`config.mk`:
```
export PLATFORM = sky130hd
export DESIGN_NAME = pwm_compare_a_shadowed
export DESIGN_NICKNAME = d
export VERILOG_FILES = /design/src/design/compare_a_value_pkg.sv /design/src/design/pwm_compare_a_shadowed.sv
export SDC_FILE = /design/constraint.sdc
export NUM_CORES = 1
export LEC_CHECK = 0
export BUFFER_PORTS_ARGS = -buffer_cell sky130_fd_sc_hd__buf_2
export CAP_MARGIN = 20
export CORE_MARGIN = 8
export CORE_UTILIZATION = 40
export CTS_BUF_LIST = sky130_fd_sc_hd__clkbuf_8
export CTS_CLUSTER_DIAMETER = 150
export DETAILED_ROUTE_END_ITERATION = 10
export HOLD_SLACK_MARGIN = 0.06
export PLACE_DENSITY = 0.74
export SKIP_CTS_REPAIR_TIMING = 1
export SKIP_LAST_GASP = 1
export SLEW_MARGIN = 20
export SYNTH_ARGS = -nofsm -noshare
export SYNTH_HDL_FRONTEND = slang
export SYNTH_SLANG_ARGS = --single-unit
export TNS_END_PERCENT = 20
```
`constraint.sdc`:
```
create_clock -name clk -period 3.47 [get_ports clk]
set_input_delay 0.694 -clock clk [delete_from_list [all_inputs] [get_ports clk]]
set_output_delay 0.694 -clock clk [all_outputs]
set_load 0.02 [all_outputs]
```
`src/design/compare_a_value_pkg.sv`:
```
// Package: register map, field layout and encodings for compare channel A
package compare_a_value_pkg;
    // Register byte offsets on APB
    localparam logic [11:0] OFS_VALUE   = 12'h000;
    localparam logic [11:0] OFS_CONTROL = 12'h004;
    localparam logic [11:0] OFS_ACTION  = 12'h008;
    localparam logic [11:0] OFS_STATUS  = 12'h00c;
    // Control register fields
    localparam int CTL_DIRECT_BIT = 4;
    localparam int CTL_LOAD_LSB   = 0;
    localparam int CTL_LOAD_W     = 2;
    localparam int CTL_FULL_BIT   = 8;
    // Action configuration fields (output a low, output b high)
    localparam int ACT_A_LSB = 0;
    localparam int ACT_B_LSB = 2;
    localparam int ACT_W     = 2;
    // Number of PWM outputs driven by the action qualifier
    localparam int OUT_N     = 2;
    // Status register fields
    localparam int STS_OUT_A_BIT = 0;
    localparam int STS_OUT_B_BIT = 1;
    localparam int STS_FULL_BIT  = 2;
    // Reset values
    localparam logic [15:0] VALUE_RST = 16'h0000;
    localparam logic        DIRECT_RST = 1'b0;
    localparam logic [1:0]  LOAD_RST   = 2'h0;

    // Action on a compare event
    typedef enum logic [1:0] {
        ACT_NONE   = 2'h0,
        ACT_CLEAR  = 2'h1,
        ACT_SET    = 2'h2,
        ACT_TOGGLE = 2'h3
    } action_t;

    // Load-select codes: which time-base event moves the shadow
    typedef enum logic [1:0] {
        LOAD_ZERO   = 2'h0,
        LOAD_PERIOD = 2'h1,
        LOAD_EITHER = 2'h2,
        LOAD_FREEZE = 2'h3
    } load_sel_t;

    // Time-base event bundle
    typedef struct packed {
        logic       update;
        logic       at_zero;
        logic       at_period;
        logic [15:0] count;
    } timebase_t;
endpackage : compare_a_value_pkg

```
`src/design/pwm_compare_a_shadowed.sv`:
```
// Compare channel A with shadow register, APB slave and output actions
// Functional notes
// Active 16-bit value compared on each count update
// Count equal to active value raises event
// Event forwarded to action logic for both outputs
// Per output: ignore, clear, set or toggle
// Reset leaves the channel in shadowed mode
// Direct bit zero: accesses reach shadow copy
// Shadow loads active only on selected event
// Readable pending flag shows shadow still full
// Direct bit one: accesses hit active value
// Both copies share one address
// Write sets pending flag, load clears it
//
// Chosen here: the APB interface to the registers and the address map.
`timescale 1ns/10ps
`default_nettype none
module pwm_compare_a_shadowed
    import compare_a_value_pkg::*;
#(
    parameter int CMP_W = 16
) (
    // Clock, reset, enable
    input  wire logic        clk,
    input  wire logic        srst,
    input  wire logic        ce,
    // APB slave
    input  wire logic        psel,
    input  wire logic        penable,
    input  wire logic        pwrite,
    input  wire logic [11:0] paddr,
    input  wire logic [31:0] pwdata,
    output logic             pready,
    output logic [31:0]      prdata,
    output logic             pslverr,
    // Time-base counter
    input  wire timebase_t   timebase,
    // Compare event and PWM outputs
    output logic             compare_a_event,
    output logic             pwm_out_a,
    output logic             pwm_out_b
);

    // Register state
    logic [CMP_W-1:0] active_r;
    logic [CMP_W-1:0] shadow_r;
    logic             compare_a_direct_access_r;
    load_sel_t        compare_a_load_select_r;
    logic             compare_a_pending_flag_r;
    action_t          action_config_a_r;
    action_t          action_config_b_r;
    logic             event_r;
    logic             out_a_r;
    logic             out_b_r;
    logic             pready_r;
    logic [31:0]      prdata_r;
    logic             pslverr_r;

    // Decoded bus strobes
    logic             setup;
    logic             wr_value;
    logic             wr_control;
    logic             wr_action;
    logic             load_hit;
    logic             match;
    logic [31:0]      rd_nxt;
    logic             mapped;
    logic             access;
    logic             shadowed;
    logic [31:0]      value_word;
    logic [31:0]      control_word;
    logic [31:0]      action_word;
    logic [31:0]      status_word;

    // Next values of the register state
    logic             pready_nxt;
    logic             pslverr_nxt;
    logic [31:0]      prdata_nxt;
    logic             compare_a_direct_access_nxt;
    load_sel_t        compare_a_load_select_nxt;
    action_t          action_config_a_nxt;
    action_t          action_config_b_nxt;
    logic [CMP_W-1:0] shadow_nxt;
    logic [CMP_W-1:0] active_nxt;
    logic             pending_nxt;

    // Applies one action to an output level
    function automatic logic apply_action(input action_t act,
                                          input logic cur);
        logic res;
        res = cur;
        unique case (act)
            ACT_NONE:   res = cur;
            ACT_CLEAR:  res = 1'b0;
            ACT_SET:    res = 1'b1;
            ACT_TOGGLE: res = ~cur;
        endcase
        return res;
    endfunction : apply_action

    // Checks whether an address selects the given register offset
    function automatic logic is_reg(input logic [11:0] a,
                                    input logic [11:0] ofs);
        return a == ofs;
    endfunction : is_reg

    // Setup latches read data; the ready access cycle commits writes
    assign setup      = psel & ~penable;
    assign access     = psel & penable & pready_r;
    assign wr_value   = access & pwrite & is_reg(paddr, OFS_VALUE);
    assign wr_control = access & pwrite & is_reg(paddr, OFS_CONTROL);
    assign wr_action  = access & pwrite & is_reg(paddr, OFS_ACTION);

    // Shadowed mode while the direct bit is clear
    assign shadowed   = ~compare_a_direct_access_r;
    assign mapped     = is_reg(paddr, OFS_VALUE)
                      | is_reg(paddr, OFS_CONTROL)
                      | is_reg(paddr, OFS_ACTION)
                      | is_reg(paddr, OFS_STATUS);

    // Selected time-base event for the shadow transfer
    always_comb begin
        unique case (compare_a_load_select_r)
            LOAD_ZERO:   load_hit = timebase.at_zero;
            LOAD_PERIOD: load_hit = timebase.at_period;
            LOAD_EITHER: load_hit = timebase.at_zero | timebase.at_period;
            LOAD_FREEZE: load_hit = 1'b0;
        endcase
        load_hit = load_hit & timebase.update;
    end

    // Equality of count and active value on a count update
    assign match = timebase.update
                 & (timebase.count == active_r);

    // Read view of the value address, copy chosen by the direct bit
    always_comb begin
        value_word = 32'h0000_0000;
        value_word[CMP_W-1:0] = shadowed ? shadow_r
                                         : active_r;
    end

    // Read view of the control word, pending flag read-only
    always_comb begin
        control_word = 32'h0000_0000;
        control_word[CTL_LOAD_LSB +: CTL_LOAD_W] = compare_a_load_select_r;
        control_word[CTL_DIRECT_BIT] = compare_a_direct_access_r;
        control_word[CTL_FULL_BIT]   = compare_a_pending_flag_r;
    end

    // Read view of the action word
    always_comb begin
        action_word = 32'h0000_0000;
        action_word[ACT_A_LSB +: ACT_W] = action_config_a_r;
        action_word[ACT_B_LSB +: ACT_W] = action_config_b_r;
    end

    // Read view of the status word
    always_comb begin
        status_word = 32'h0000_0000;
        status_word[STS_OUT_A_BIT] = out_a_r;
        status_word[STS_OUT_B_BIT] = out_b_r;
        status_word[STS_FULL_BIT]  = compare_a_pending_flag_r;
    end

    // Read data mux; unmapped offsets read as zero
    always_comb begin
        rd_nxt = 32'h0000_0000;
        if (is_reg(paddr, OFS_VALUE)) begin
            rd_nxt = value_word;
        end else if (is_reg(paddr, OFS_CONTROL)) begin
            rd_nxt = control_word;
        end else if (is_reg(paddr, OFS_ACTION)) begin
            rd_nxt = action_word;
        end else if (is_reg(paddr, OFS_STATUS)) begin
            rd_nxt = status_word;
        end
    end

    // APB answer: next values, ready one cycle after setup
    always_comb begin
        pready_nxt  = setup;
        pslverr_nxt = setup & ~mapped;
        prdata_nxt  = prdata_r;
        if (setup && !pwrite) begin
            prdata_nxt = rd_nxt;
        end
    end

    // APB answer state; read data holds until the next read
    always_ff @(posedge clk) begin
        if (srst) begin
            pready_r  <= 1'b0;
            prdata_r  <= 32'h0000_0000;
            pslverr_r <= 1'b0;
        end else if (ce) begin
            pready_r  <= pready_nxt;
            prdata_r  <= prdata_nxt;
            pslverr_r <= pslverr_nxt;
        end
    end

    // Control register: next value on an accepted write
    always_comb begin
        compare_a_direct_access_nxt = compare_a_direct_access_r;
        compare_a_load_select_nxt   = compare_a_load_select_r;
        if (wr_control) begin
            compare_a_direct_access_nxt = pwdata[CTL_DIRECT_BIT];
            compare_a_load_select_nxt   =
                load_sel_t'(pwdata[CTL_LOAD_LSB +: CTL_LOAD_W]);
        end
    end

    // Control register state
    always_ff @(posedge clk) begin
        if (srst) begin
            compare_a_direct_access_r <= DIRECT_RST;
            compare_a_load_select_r   <= load_sel_t'(LOAD_RST);
        end else if (ce) begin
            compare_a_direct_access_r <= compare_a_direct_access_nxt;
            compare_a_load_select_r   <= compare_a_load_select_nxt;
        end
    end

    // Action configuration: next value on an accepted write
    always_comb begin
        action_config_a_nxt = action_config_a_r;
        action_config_b_nxt = action_config_b_r;
        if (wr_action) begin
            action_config_a_nxt = action_t'(pwdata[ACT_A_LSB +: ACT_W]);
            action_config_b_nxt = action_t'(pwdata[ACT_B_LSB +: ACT_W]);
        end
    end

    // Action configuration state
    always_ff @(posedge clk) begin
        if (srst) begin
            action_config_a_r <= ACT_NONE;
            action_config_b_r <= ACT_NONE;
        end else if (ce) begin
            action_config_a_r <= action_config_a_nxt;
            action_config_b_r <= action_config_b_nxt;
        end
    end

    // Shadow copy: takes writes only in shadowed mode
    always_comb begin
        shadow_nxt = shadow_r;
        if (wr_value && shadowed) begin
            shadow_nxt = pwdata[CMP_W-1:0];
        end
    end

    // Shadow copy state
    always_ff @(posedge clk) begin
        if (srst) begin
            shadow_r <= VALUE_RST;
        end else if (ce) begin
            shadow_r <= shadow_nxt;
        end
    end

    // Active copy: direct write, or shadow load on selected event
    always_comb begin
        active_nxt = active_r;
        if (wr_value && !shadowed) begin
            active_nxt = pwdata[CMP_W-1:0];
        end else if (shadowed && load_hit) begin
            active_nxt = shadow_r;
        end
    end

    // Active copy state; a same-cycle write loads the old shadow
    always_ff @(posedge clk) begin
        if (srst) begin
            active_r <= VALUE_RST;
        end else if (ce) begin
            active_r <= active_nxt;
        end
    end

    // Pending flag: a new write wins over a same-cycle load
    always_comb begin
        pending_nxt = compare_a_pending_flag_r;
        if (wr_value && shadowed) begin
            pending_nxt = 1'b1;
        end else if (shadowed && load_hit) begin
            pending_nxt = 1'b0;
        end
    end

    // Pending flag state
    always_ff @(posedge clk) begin
        if (srst) begin
            compare_a_pending_flag_r <= 1'b0;
        end else if (ce) begin
            compare_a_pending_flag_r <= pending_nxt;
        end
    end

    // Compare event: one-cycle pulse after a match
    always_ff @(posedge clk) begin
        if (srst) begin
            event_r <= 1'b0;
        end else if (ce) begin
            event_r <= match;
        end
    end

    // Action qualifier, one copy for each output
    for (genvar i = 0; i < OUT_N; i++) begin : g_out
        action_t cfg;
        logic    level_r;
        logic    level_nxt;
        // Configuration of this output
        assign cfg = (i == 0) ? action_config_a_r : action_config_b_r;
        // Level after the event, held otherwise
        always_comb begin
            level_nxt = level_r;
            if (match) begin
                level_nxt = apply_action(cfg, level_r);
            end
        end
        // Output level state
        always_ff @(posedge clk) begin
            if (srst) begin
                level_r <= 1'b0;
            end else if (ce) begin
                level_r <= level_nxt;
            end
        end
    end

    // Output levels picked from the per-output copies
    assign out_a_r = g_out[0].level_r;
    assign out_b_r = g_out[1].level_r;

    // Outputs straight from flip-flops
    assign pready          = pready_r;
    assign prdata          = prdata_r;
    assign pslverr         = pslverr_r;
    assign compare_a_event = event_r;
    assign pwm_out_a       = out_a_r;
    assign pwm_out_b       = out_b_r;

endmodule : pwm_compare_a_shadowed
`default_nettype wire

```
# Word-level counts from Yosys, hierarchy flattened
# Index checks and enable logic that the tools add are counted.
# op_classes
add_sub_neg,0
multipliers,0
n_div,0
magnitude_cmp,0
n_eq_ne,13
shifts,0
mux,12
bitwise,21
reduce_logical,19
# op_table
op,n
$mux W16,4
$eq A12 B4 Y1 const B,2
$eq A16 B16 Y1,1
$eq A12 B3 Y1 const B,1
$eq A2 B2 Y1 const B,6
$logic_not A12 Y1,1
$reduce_and A2 Y1,6
$and A1 B1 Y1,10
$mux W9,1
$not A1 Y1,7
$eq A2 B1 Y1 const B,3
$logic_not A2 Y1,3
$pmux W1 S3,2
$reduce_and A3 Y1,2
$logic_and A1 B1 Y1,4
$mux W4,1
$or A1 B1 Y1,4
$pmux W1 S4,1
$reduce_bool A2 Y1,2
$mux W3,1
$mux W1,2
$logic_not A1 Y1,1
# totals
ff_bits,77
latch_bits,0
ramBits,0
romBits,0
inputBits,69
output_inout_bits,37
word_cells,78
mem_count,0

# Logic depth before layout (Yosys ltp)
# Gate-level depths: netlist (run 1).
# depth
depth_word,7
ltp_mapped,8

# Worst setup path after synthesis (run 1)
# OpenSTA, ideal clock, no wires.
# synth_path
path_kind,input port to flip-flop
startpoint,in paddr[5]
endpoint,reg active_r[10]
setup_time_ns,0.139
arrival_ns,2.004
setup_slack_ns,1.326
cell_stages,7
path_buffers,2
path_cell_list,nor4_4 -> nand3_4 -> nor3_4 -> or2_1 -> buf_6 -> buf_12 -> a311oi_2
# synth_between
elab_chain_len,5
word_cells_on_any_way,6
cone_classes,mux: 1; bitwise: 1; reduce/logical: 4
# synth_rtl
element,line_no,rtl
start: declaration,pwm_compare_a_shadowed.sv:31,"input wire logic [11:0] paddr,"
$logic_not A12 Y1 (*),pwm_compare_a_shadowed.sv:104,return a == ofs;
$and A1 B1 Y1 (*),pwm_compare_a_shadowed.sv:110,"assign wr_value = access & pwrite & is_reg(paddr, OFS_VALUE);"
$logic_and A1 B1 Y1 (*),pwm_compare_a_shadowed.sv:266,if (wr_value && !shadowed) begin
$reduce_bool A2 Y1 (no source line),n/a,
$reduce_and A2 Y1 (no source line),n/a,
end signal: assignment,pwm_compare_a_shadowed.sv:278,active_r <= active_nxt;
end: declaration,pwm_compare_a_shadowed.sv:45,logic [CMP_W-1:0] active_r;
# Every way passes the cells marked *; elsewhere a longest branch is shown, timed or not.
# A chain may end at the register's enable or synchronous reset.

# Worst setup path after layout (run 1)
# layout_path
startpoint,reg compare_a_direct_access_r
endpoint,reg active_r[6]
# layout_between
elab_chain_len,4
word_cells_on_any_way,6
cone_classes,mux: 1; bitwise: 1; reduce/logical: 4
# layout_rtl
element,line_no,rtl
start: declaration,pwm_compare_a_shadowed.sv:47,logic compare_a_direct_access_r;
start signal: assignment,pwm_compare_a_shadowed.sv:220,compare_a_direct_access_r <= compare_a_direct_access_nxt;
$not A1 Y1,pwm_compare_a_shadowed.sv:115,assign shadowed = ~compare_a_direct_access_r;
$logic_and A1 B1 Y1,pwm_compare_a_shadowed.sv:268,end else if (shadowed && load_hit) begin
$reduce_bool A2 Y1 (no source line),n/a,
$reduce_and A2 Y1 (no source line),n/a,
# Parallel ways exist; a longest one is shown, timed or not.

==> results of run 1 <==
-- cells by family after synthesis --
kind of cell	count (synthesis)
simple gates	153
compound gates	64
flops	61
buf+inv	44
mux	24
xor+xnor	16
other cells	1
-- worst max-delay path: stages (launching register included) --
cell and delay [ps]:
dfxtp_1 950, nand2_1 200, nor3_4 440, buf_4 250
nor3_1 60, a311oi_2 260
-- power by group through the flow --
stage	clock, uW	sequential, uW	combinational (uW)
2_1_floorplan	0	733	98.4
3_3_place_gp	0	733	135
3_5_place_dp	0	734	139
4_1_cts	628	718	140
5_1_grt	656	719	151
6_report	627	718	140
-- Yosys cell counts (2+ instances only) --
master     instances  share of area (%)
a311oi_1           6                1.6
buf_6              2               0.71
nor3_1            17                2.7
a22oi_1           11                2.6
o2111ai_1          2               0.55
nand3_1            3               0.47
clkbuf_1          11                1.3
or4_1              2               0.47
nand3b_1           2               0.47
xnor2_1           13                3.6
o21ai_0            3               0.47
or2_1              2               0.39
mux4_2             2                1.4
buf_4             16                3.8
dfxtp_1           61                 38
mux2_2            11                3.9
a311oi_2          10                4.7
buf_2             10                1.6
inv_1              2               0.24
nand4_1            5               0.98
nand2_1           70                8.2
nor3b_2            2               0.78
nor4_4             2                1.3
nor2_1            27                3.2
xor2_1             3               0.82
a31o_2             2               0.55
nor2b_1            3               0.59
a21oi_1           28                4.4
nand2b_1           3               0.59
mux2i_1           11                3.5
-- cells in the final DEF (no fill, tap or decap), types with 3 or more instances in the layout --
master / netlist / final
a21oi_1: 28 / 28
a22oi_1: 11 / 11
a311oi_1: 6 / 6
a311oi_2: 10 / 10
buf_2: 10 / 72
buf_4: 16 / 6
clkbuf_8: 0 / 10
conb_1: 1 / 16
dfxtp_1: 61 / 61
inv_1: 2 / 4
mux2_2: 11 / 11
mux2i_1: 11 / 11
nand2_1: 70 / 70
nand2b_1: 3 / 3
nand3_1: 3 / 3
nand4_1: 5 / 5
nor2_1: 27 / 27
nor2b_1: 3 / 3
nor3_1: 17 / 17
o21ai_0: 3 / 3
xnor2_1: 13 / 13
xor2_1: 3 / 3
-- stage by stage --
step | std cells | setup WS (ps) | total power, uW | hold WS (ps)
after floorplan | 378 | 1330 | 832 | 441
final | 532 | 1210 | 1480 | 455
after global routing | 532 | 1050 | 1530 | 479
after CTS | 532 | 1190 | 1490 | 456
after global placement | 516 | 941 | 869 | 438
after detailed placement | 516 | 906 | 873 | 446
-- cell type report --
| cell class | count | area [sq um] |
|---|---|---|
| Clock buffer | 10 | 138 |
| Inverter | 2 | 7.51 |
| Sequential cell | 61 | 1220 |
| Clock inverter | 6 | 55.1 |
| Tap cell | 102 | 128 |
| Fill cell | 765 | 4020 |
| Multi-Input combinational cell | 273 | 1750 |
| Timing Repair Buffer | 78 | 405 |
-- state kept, by name, summed over array words and instances, names as in the netlist --
| name | flops |
|---|---|
| action_config_b_r | 2 |
| pslverr | 1 |
| compare_a_direct_access_r | 1 |
| active_r | 16 |
| compare_a_pending_flag_r | 1 |
| pwm_out_a | 1 |
| shadow_r | 16 |
| pready | 1 |
| compare_a_load_select_r | 2 |
| pwm_out_b | 1 |
| compare_a_event | 1 |
| prdata | 16 |
| action_config_a_r | 2 |
-- metal layers --
metal | global-route usage [%] | vias to the layer above | part of all wire (%) | wire, um
met5 | 0 | - | 0 | 0
met4 | 9.99 | 0 | 2.6 | 235
met3 | 4.14 | 19 | 8.8 | 794
met2 | 25.9 | 114 | 48 | 4290
met1 | 18.7 | 1353 | 41 | 3670
li1 | - | 1369 | - | -
-- how the worst max path moves through the flow --
stage                              start      endpoint  cells after the start
6_report       compare_a_direct_access_r   active_r[6]                      5
5_1_grt        compare_a_direct_access_r   active_r[4]                      5
4_1_cts        compare_a_direct_access_r   active_r[6]                      5
3_5_place_dp                    paddr[1]   active_r[6]                      7
3_3_place_gp                    paddr[5]  active_r[10]                      7
2_1_floorplan                   paddr[5]  active_r[10]                      7
==> flow_summary_export.csv, run 1 <==
group,metric,value,unit
grt,track_usage,16.1,%
logic_synthesis,synth_area_per_cell,8.78,sq um
clock_network,htree_num_levels,3,
worst_setup_path,worst_setup_path_end_kind,"register",
sta,final-setup-viol-count,0,
power_and_ir_drop,ir_drop,166,uV
min_path,min_path_cells,2,
outcome,outcome,"finished, final reports clean",
floorplan,die_y,105,um
worst_setup_path,rrSetupSlack,1210,ps
logic_synthesis,synth_top_family_by_area,"simple AND/OR/NAND/NOR gates",
min_path,hold_start,"prdata[8]",
worst_setup_path,worstReg2RegStart,"compare_a_direct_access_r",
power_and_ir_drop,seqPwrFrac,48.4,%
clock_network,clock_tree.buffer_depth,2,
worst_setup_path,cp_data_required_time,3730,ps
logic_synthesis,synth.mux.area_fraction,8.75,%
worst_setup_path,startpoint_type,"register",
logic_synthesis,yosysSeqAreaShare,38.3,%
logic_synthesis,synth_edf_count,0,
clock_network,cts_buffers,9,
floorplan,num_rows,32,
floorplan,num_io_pins,106,
sta,fin_crit,2260,ps
clock_network,cts_root_buffer,"clkbuf_8",
cells_and_area,antennaDiodeCount,0,
place,globalplace.congestion,0.816,
drt,vias_per_cell,5.37,
sta,finalHoldViolations,0,
logic_synthesis,synthAdderAreaFrac,0,%
place,hpwl,6540,um
cells_and_area,drive_gt1_share,30.0,%
drt,dr.pass1.iters,4,
place,port_buffers,73,
sta,worst_pin_slew,955,ps
grt,grt_max_degree,62,
min_path,hold_path.class,"register to register",
floorplan,die_w,105,um
logic_synthesis,synth_xor_area_share,4.40,%
grt,grt-ovfl-total,0,
power_and_ir_drop,netSwitchingPower,376,uW
logic_synthesis,synth-simple-area-share,24.6,%
logic_synthesis,synth_cells,363,
sta,max_clock_freq,442,MHz
worst_setup_path,reg2regPathDepth,5,
drt,wl_per_cell,16.9,um
worst_setup_path,arrival,2520,ps
sta,maxSlewViolCount,0,
floorplan,coreArea,0.00773,sq mm
sta,rsz0062_at_grt,"false",
cells_and_area,nNetsFinal,494,
place,placed_area,0.00351,sq mm
worst_setup_path,critPathMaxFanout,22,
power_and_ir_drop,combPwrFrac,9.4,%
cells_and_area,fin_area,0.00371,sq mm
power_and_ir_drop,power.share.clock,42.2,%
cells_and_area,fin_util,48.0,%
grt,grt_pass1_vias,2935,
clock_network,cts_tree,"yes",
sta,slew_headroom,36.3,%
worst_setup_path,reg2reg_to,"active_r[6]",
power_and_ir_drop,p_int,1110,uW
power_and_ir_drop,powerDensity,400,mW/mm^2
floorplan,initial_utilization,41.3,%
power_and_ir_drop,swShare,25.3,%
logic_synthesis,synthArstFlopShare,0,%
logic_synthesis,netlist_area,0.00319,sq mm
logic_synthesis,synth_ff_type,"dfxtp_1",
logic_synthesis,ys.warnings.count,0,
clock_network,clk_latency,350,ps
clock_network,cts_sinks,61,
grt,grt_pass1_wl,14300,um
floorplan,fp.dieArea,0.0111,sq mm
sta,fin_crit_sh,65.2,%
drt,wirelength,8990,um
power_and_ir_drop,cellLeakagePower,0.00137,uW
logic_synthesis,synth_compound_area_share,15.4,%
drt,vias,2855,
worst_setup_path,critPathKind,"register to register",
grt,antenna_found_initial,0,
drt,drc,0,
sta,tns,0,ps
logic_synthesis,ys_types,51,
sta,clock_skew,11.9,ps
drt,drt-initial-drc-count,171,
drt,ant_nets,0,
min_path,min_to,"prdata[8]",
job,drv_cap,0,
clock_network,clk_pin_slew,70,ps
logic_synthesis,ys_ff_latch,61,
cells_and_area,syn2layout_area_growth,16.3,%
Note: power is estimated with default switching activity, not from simulation.
==> run 2, diff against run 1 <==
==> constraint.sdc (replaced) <==
create_clock -name clk -period 2.15 [get_ports clk]
set_input_delay 0.43 -clock clk [delete_from_list [all_inputs] [get_ports clk]]
set_output_delay 0.43 -clock clk [all_outputs]
set_load 0.02 [all_outputs]
==> flow_summary_export.csv, run 2 (synthesized netlist as in run 1, its figures left out) <==
group,metric,value,unit
outcome,outcome,"finished, final reports clean",
floorplan,initial_utilization,41.3,%
cells_and_area,fin_util,50.0,%
sta,clock_skew,5.41,ps
place,port_buffers,73,
worst_setup_path,worst_setup_path_end_kind,"register",
worst_setup_path,critPathKind,"register to register",
drt,wl_per_cell,16.4,um
worst_setup_path,arrival,1970,ps
floorplan,num_rows,32,
worst_setup_path,critPathMaxFanout,10,
sta,whs,337,ps
clock_network,clk_pin_slew,70,ps
place,dp_slack,114,ps
cells_and_area,nNetsFinal,506,
cells_and_area,antennaDiodeCount,0,
clock_network,cts_buffers,9,
min_path,min_path_cells,3,
drt,vias,2844,
floorplan,num_io_pins,106,
grt,grt_pass1_vias,2838,
sta,max_clock_freq,590,MHz
grt,track_usage,16.1,%
sta,final-setup-viol-count,0,
clock_network,clk_latency,340,ps
cells_and_area,layout_commonest_cell,"buf_2",
clock_network,cts_tree,"yes",
place,hpwl,6670,um
clock_network,cts_root_buffer,"clkbuf_8",
floorplan,fp.dieArea,0.0111,sq mm
grt,grt-ovfl-total,0,
power_and_ir_drop,seqPwrFrac,45.4,%
clock_network,cts_sinks,61,
drt,vias_per_cell,5.23,
cells_and_area,multi_input_area,0.00175,sq mm
cells_and_area,num-fill-cells,733,
sta,maxSlewViolCount,0,
drt,dr.pass1.iters,4,
worst_setup_path,cp_data_required_time,2430,ps
worst_setup_path,startpoint_type,"register",
drt,wirelength,8930,um
power_and_ir_drop,cellLeakagePower,0.00146,uW
clock_network,htree_num_levels,3,
grt,grt_max_degree,31,
grt,grt_pass1_wl,14300,um
power_and_ir_drop,p_int,1950,uW
sta,finalHoldViolations,0,
floorplan,coreArea,0.00773,sq mm
sta,tns,0,ps
sta,fin_crit,1690,ps
sta,fin_ws,456,ps
power_and_ir_drop,netSwitchingPower,600,uW
power_and_ir_drop,power.share.clock,45.3,%
drt,drt-initial-drc-count,180,
grt,antenna_found_initial,0,
drt,drc,0,
cells_and_area,syn2layout_area_growth,21.2,%
min_path,hold_path.class,"primary input to register",
power_and_ir_drop,swShare,23.5,%
floorplan,die_w,105,um
power_and_ir_drop,combPwrFrac,9.2,%
power_and_ir_drop,ir_drop,322,uV
drt,ant_nets,0,
worst_setup_path,reg2regPathDepth,5,
power_and_ir_drop,totalPowerFinal,2550,uW
sta,rsz0062_at_grt,"false",
clock_network,clock_tree.buffer_depth,2,
job,drv_cap,0,
sta,fin_crit_sh,78.8,%
cells_and_area,drive_gt1_share,32.1,%
place,globalplace.congestion,0.827,
floorplan,die_y,105,um
cells_and_area,final_cell_mix,"buf_2 (73), nand2_1 (70), dfxtp_1 (61)",
cells_and_area,seq_area,0.00122,sq mm
power_and_ir_drop,powerDensity,660,mW/mm^2
[run 2: layout make-up]
class | instances | share of cell area (%)
timing repair buffer | 90 | 13.7
multi-input combinational | 273 | 45.4
clock inverter | 5 | 1.91
sequential | 61 | 31.6
inverter | 2 | 0.194
clock buffer | 11 | 3.92
tap | 102 | 3.30
[run 2: worst paths after layout]
kind	start	end	slack [ps]
worst max register to register	compare_a_direct_access_r	prdata[4]	460
worst max-delay path	compare_a_direct_access_r	prdata[4]	460
worst min register to register	prdata[8]	prdata[8]	450
worst min-delay path	pwdata[7]	shadow_r[7]	340
[run 2: metrics by stage]
| step | cells | cell area, sq um |
|---|---|---|
| 2_1_floorplan | 378 | 3240 |
| 3_3_place_gp | 528 | 3640 |
| 3_5_place_dp | 528 | 3640 |
| 4_1_cts | 544 | 3860 |
| 5_1_grt | 544 | 3860 |
| 6_report | 544 | 3860 |
[run 2: layer usage]
layer  wire length, um  track usage [%]
met3               679             4.26
met2              4320             26.1
met5                 0                0
met4               303             9.17
met1              3620             18.8
[run 2: worst max-delay path, stage by stage (launching register included)]
cell	delay (ps)
dfxtp_1	350
buf_4	200
or3b_2	470
a2111oi_0	430
a21oi_1	80
nor2_1	100
[run 2: power groups by stage]
stage / logic [uW] / clock network [uW] / registers, uW
after floorplan: 159 / 0 / 1180
after global placement: 229 / 0 / 1180
after detailed placement: 234 / 0 / 1180
after CTS: 234 / 1170 / 1160
after global routing: 253 / 1220 / 1160
final: 236 / 1160 / 1160
==> run 3, diff against run 2 <==
==> constraint.sdc (replaced) <==
create_clock -name clk -period 1.7 [get_ports clk]
set_input_delay 0.34 -clock clk [delete_from_list [all_inputs] [get_ports clk]]
set_output_delay 0.34 -clock clk [all_outputs]
set_load 0.02 [all_outputs]
==> flow_summary_export.csv, run 3 (synthesized netlist as in run 1, its figures left out) <==
group,metric,value,unit
grt,antenna_found_initial,0,
cells_and_area,fin_area,0.00393,sq mm
cells_and_area,final_cell_mix,"buf_2 (73), nand2_1 (70), dfxtp_1 (61)",
place,placed_area,0.00375,sq mm
drt,drt-initial-drc-count,210,
cells_and_area,antennaDiodeCount,0,
drt,drc,0,
floorplan,num_io_pins,106,
job,drv_cap,0,
worst_setup_path,worst_setup_path_end_kind,"register",
grt,grt_pass1_wl,14900,um
drt,ant_nets,0,
worst_setup_path,endpoint,"active_r[1]",
cells_and_area,multi_input_area,0.00176,sq mm
grt,grt_pass1_vias,2967,
sta,fin_crit_sh,97.2,%
worst_setup_path,cp-startpoint,"compare_a_direct_access_r",
worst_setup_path,slowest_delay,400,ps
floorplan,initial_utilization,41.3,%
sta,clock_skew,8.81,ps
drt,vias,2957,
cells_and_area,fin_util,50.9,%
clock_network,cts_buffers,9,
cells_and_area,seq_area,0.00122,sq mm
worst_setup_path,arrival,1900,ps
grt,grt_max_degree,62,
worst_setup_path,critPathKind,"register to register",
worst_setup_path,reg2reg_to,"active_r[1]",
sta,final-setup-viol-count,0,
clock_network,clk_latency,350,ps
cells_and_area,syn2layout_area_growth,23.4,%
outcome,outcome,"finished, final reports clean",
place,port_buffers,73,
sta,max_clock_freq,605,MHz
clock_network,clock_tree.buffer_depth,2,
place,globalplace.congestion,0.865,
drt,routed-wl-met3,680,um
grt,track_usage,16.6,%
drt,wirelength,9290,um
floorplan,die_w,105,um
worst_setup_path,worstReg2RegStart,"compare_a_direct_access_r",
floorplan,num_rows,32,
cells_and_area,layout_commonest_cell,"buf_2",
cells_and_area,nNetsFinal,514,
worst_setup_path,rrSetupSlack,50,ps
worst_setup_path,cp_data_required_time,1950,ps
clock_network,cts_sinks,61,
power_and_ir_drop,cellLeakagePower,0.00150,uW
worst_setup_path,critPathMaxFanout,16,
sta,rsz0062_at_grt,"true",
floorplan,coreArea,0.00773,sq mm
drt,dr.pass1.iters,5,
power_and_ir_drop,ir_drop,500,uV
min_path,hold_start,"pwdata[10]",
min_path,hold_path.class,"primary input to register",
worst_setup_path,crit_slowest_cell,"dfxtp_1",
drt,wl_met2,4520,um
cells_and_area,num-fill-cells,728,
sta,tns,0,ps
drt,wl_per_cell,16.9,um
drt,vias_per_cell,5.37,
drt,met1_length,3820,um
worst_setup_path,reg2regPathDepth,5,
sta,finalHoldViolations,0,
clock_network,cts_tree,"yes",
cells_and_area,drive_gt1_share,32.7,%
power_and_ir_drop,powerDensity,755,mW/mm^2
sta,fin_crit,1650,ps
floorplan,die_y,105,um
worst_setup_path,cp_cell_sequence,"buf_4 -> and4b_1 -> or2_1 -> buf_12 -> a311oi_1",
floorplan,fp.dieArea,0.0111,sq mm
drt,highest_layer,"met4",
clock_network,clk_pin_slew,70,ps
place,hpwl,6700,um
grt,grt-ovfl-total,0,
clock_network,htree_num_levels,3,
worst_setup_path,startpoint_type,"register",
clock_network,cts_root_buffer,"clkbuf_8",
sta,maxSlewViolCount,0,
run 3: routing by layer:
metal	track usage (%)	up-vias
met3	3.29	25
met5	0	-
li1	-	1408
met4	9.89	0
met2	27.5	151
met1	19.6	1373
run 3: report_power, final:
group | internal (uW) | switching, uW
registers | 1450 | 18.5
logic | 131 | 176
clock network | 645 | 550
total | 2220 | 745
run 3: how the worst min path moves through the flow:
| stage | cells after the start | slack (ps) | end |
|---|---|---|---|
| finish | 3 | 250 | shadow_r[10] |
| global route | 3 | 250 | shadow_r[10] |
| CTS | 3 | 240 | shadow_r[10] |
| detailed placement | 2 | 450 | prdata[0] |
| global placement | 2 | 440 | prdata[1] |
| floorplan | 2 | 440 | shadow_r[4] |
run 3: area by class of cell:
cell class,count,area share (%)
well taps,102,3.25
clock inverters,6,1.27
repair buffers,98,16.3
flip-flops and latches,61,31.1
multi-input cells,273,44.8
clock buffers,9,3.15
inverters,2,0.191
run 3: worst max-delay path, delay by kind of cell, from the launching register on:
family,cells,cell delay (ps)
and+or+nand+nor,2,490
AOI/OAI and AO/OA,1,250
buffers and inverters,2,400
DFF,1,400
run 3: per-stage QoR:
step | power, uW | hold slack [ps] | std cells | worst slack [ps]
floorplan | 1700 | 441 | 378 | -19.9
finish | 2970 | 247 | 551 | 47.7
global route | 3070 | 254 | 551 | -39.7
global placement | 1800 | 436 | 536 | -301
CTS | 2990 | 239 | 551 | 10.4
detailed placement | 1800 | 447 | 536 | -265
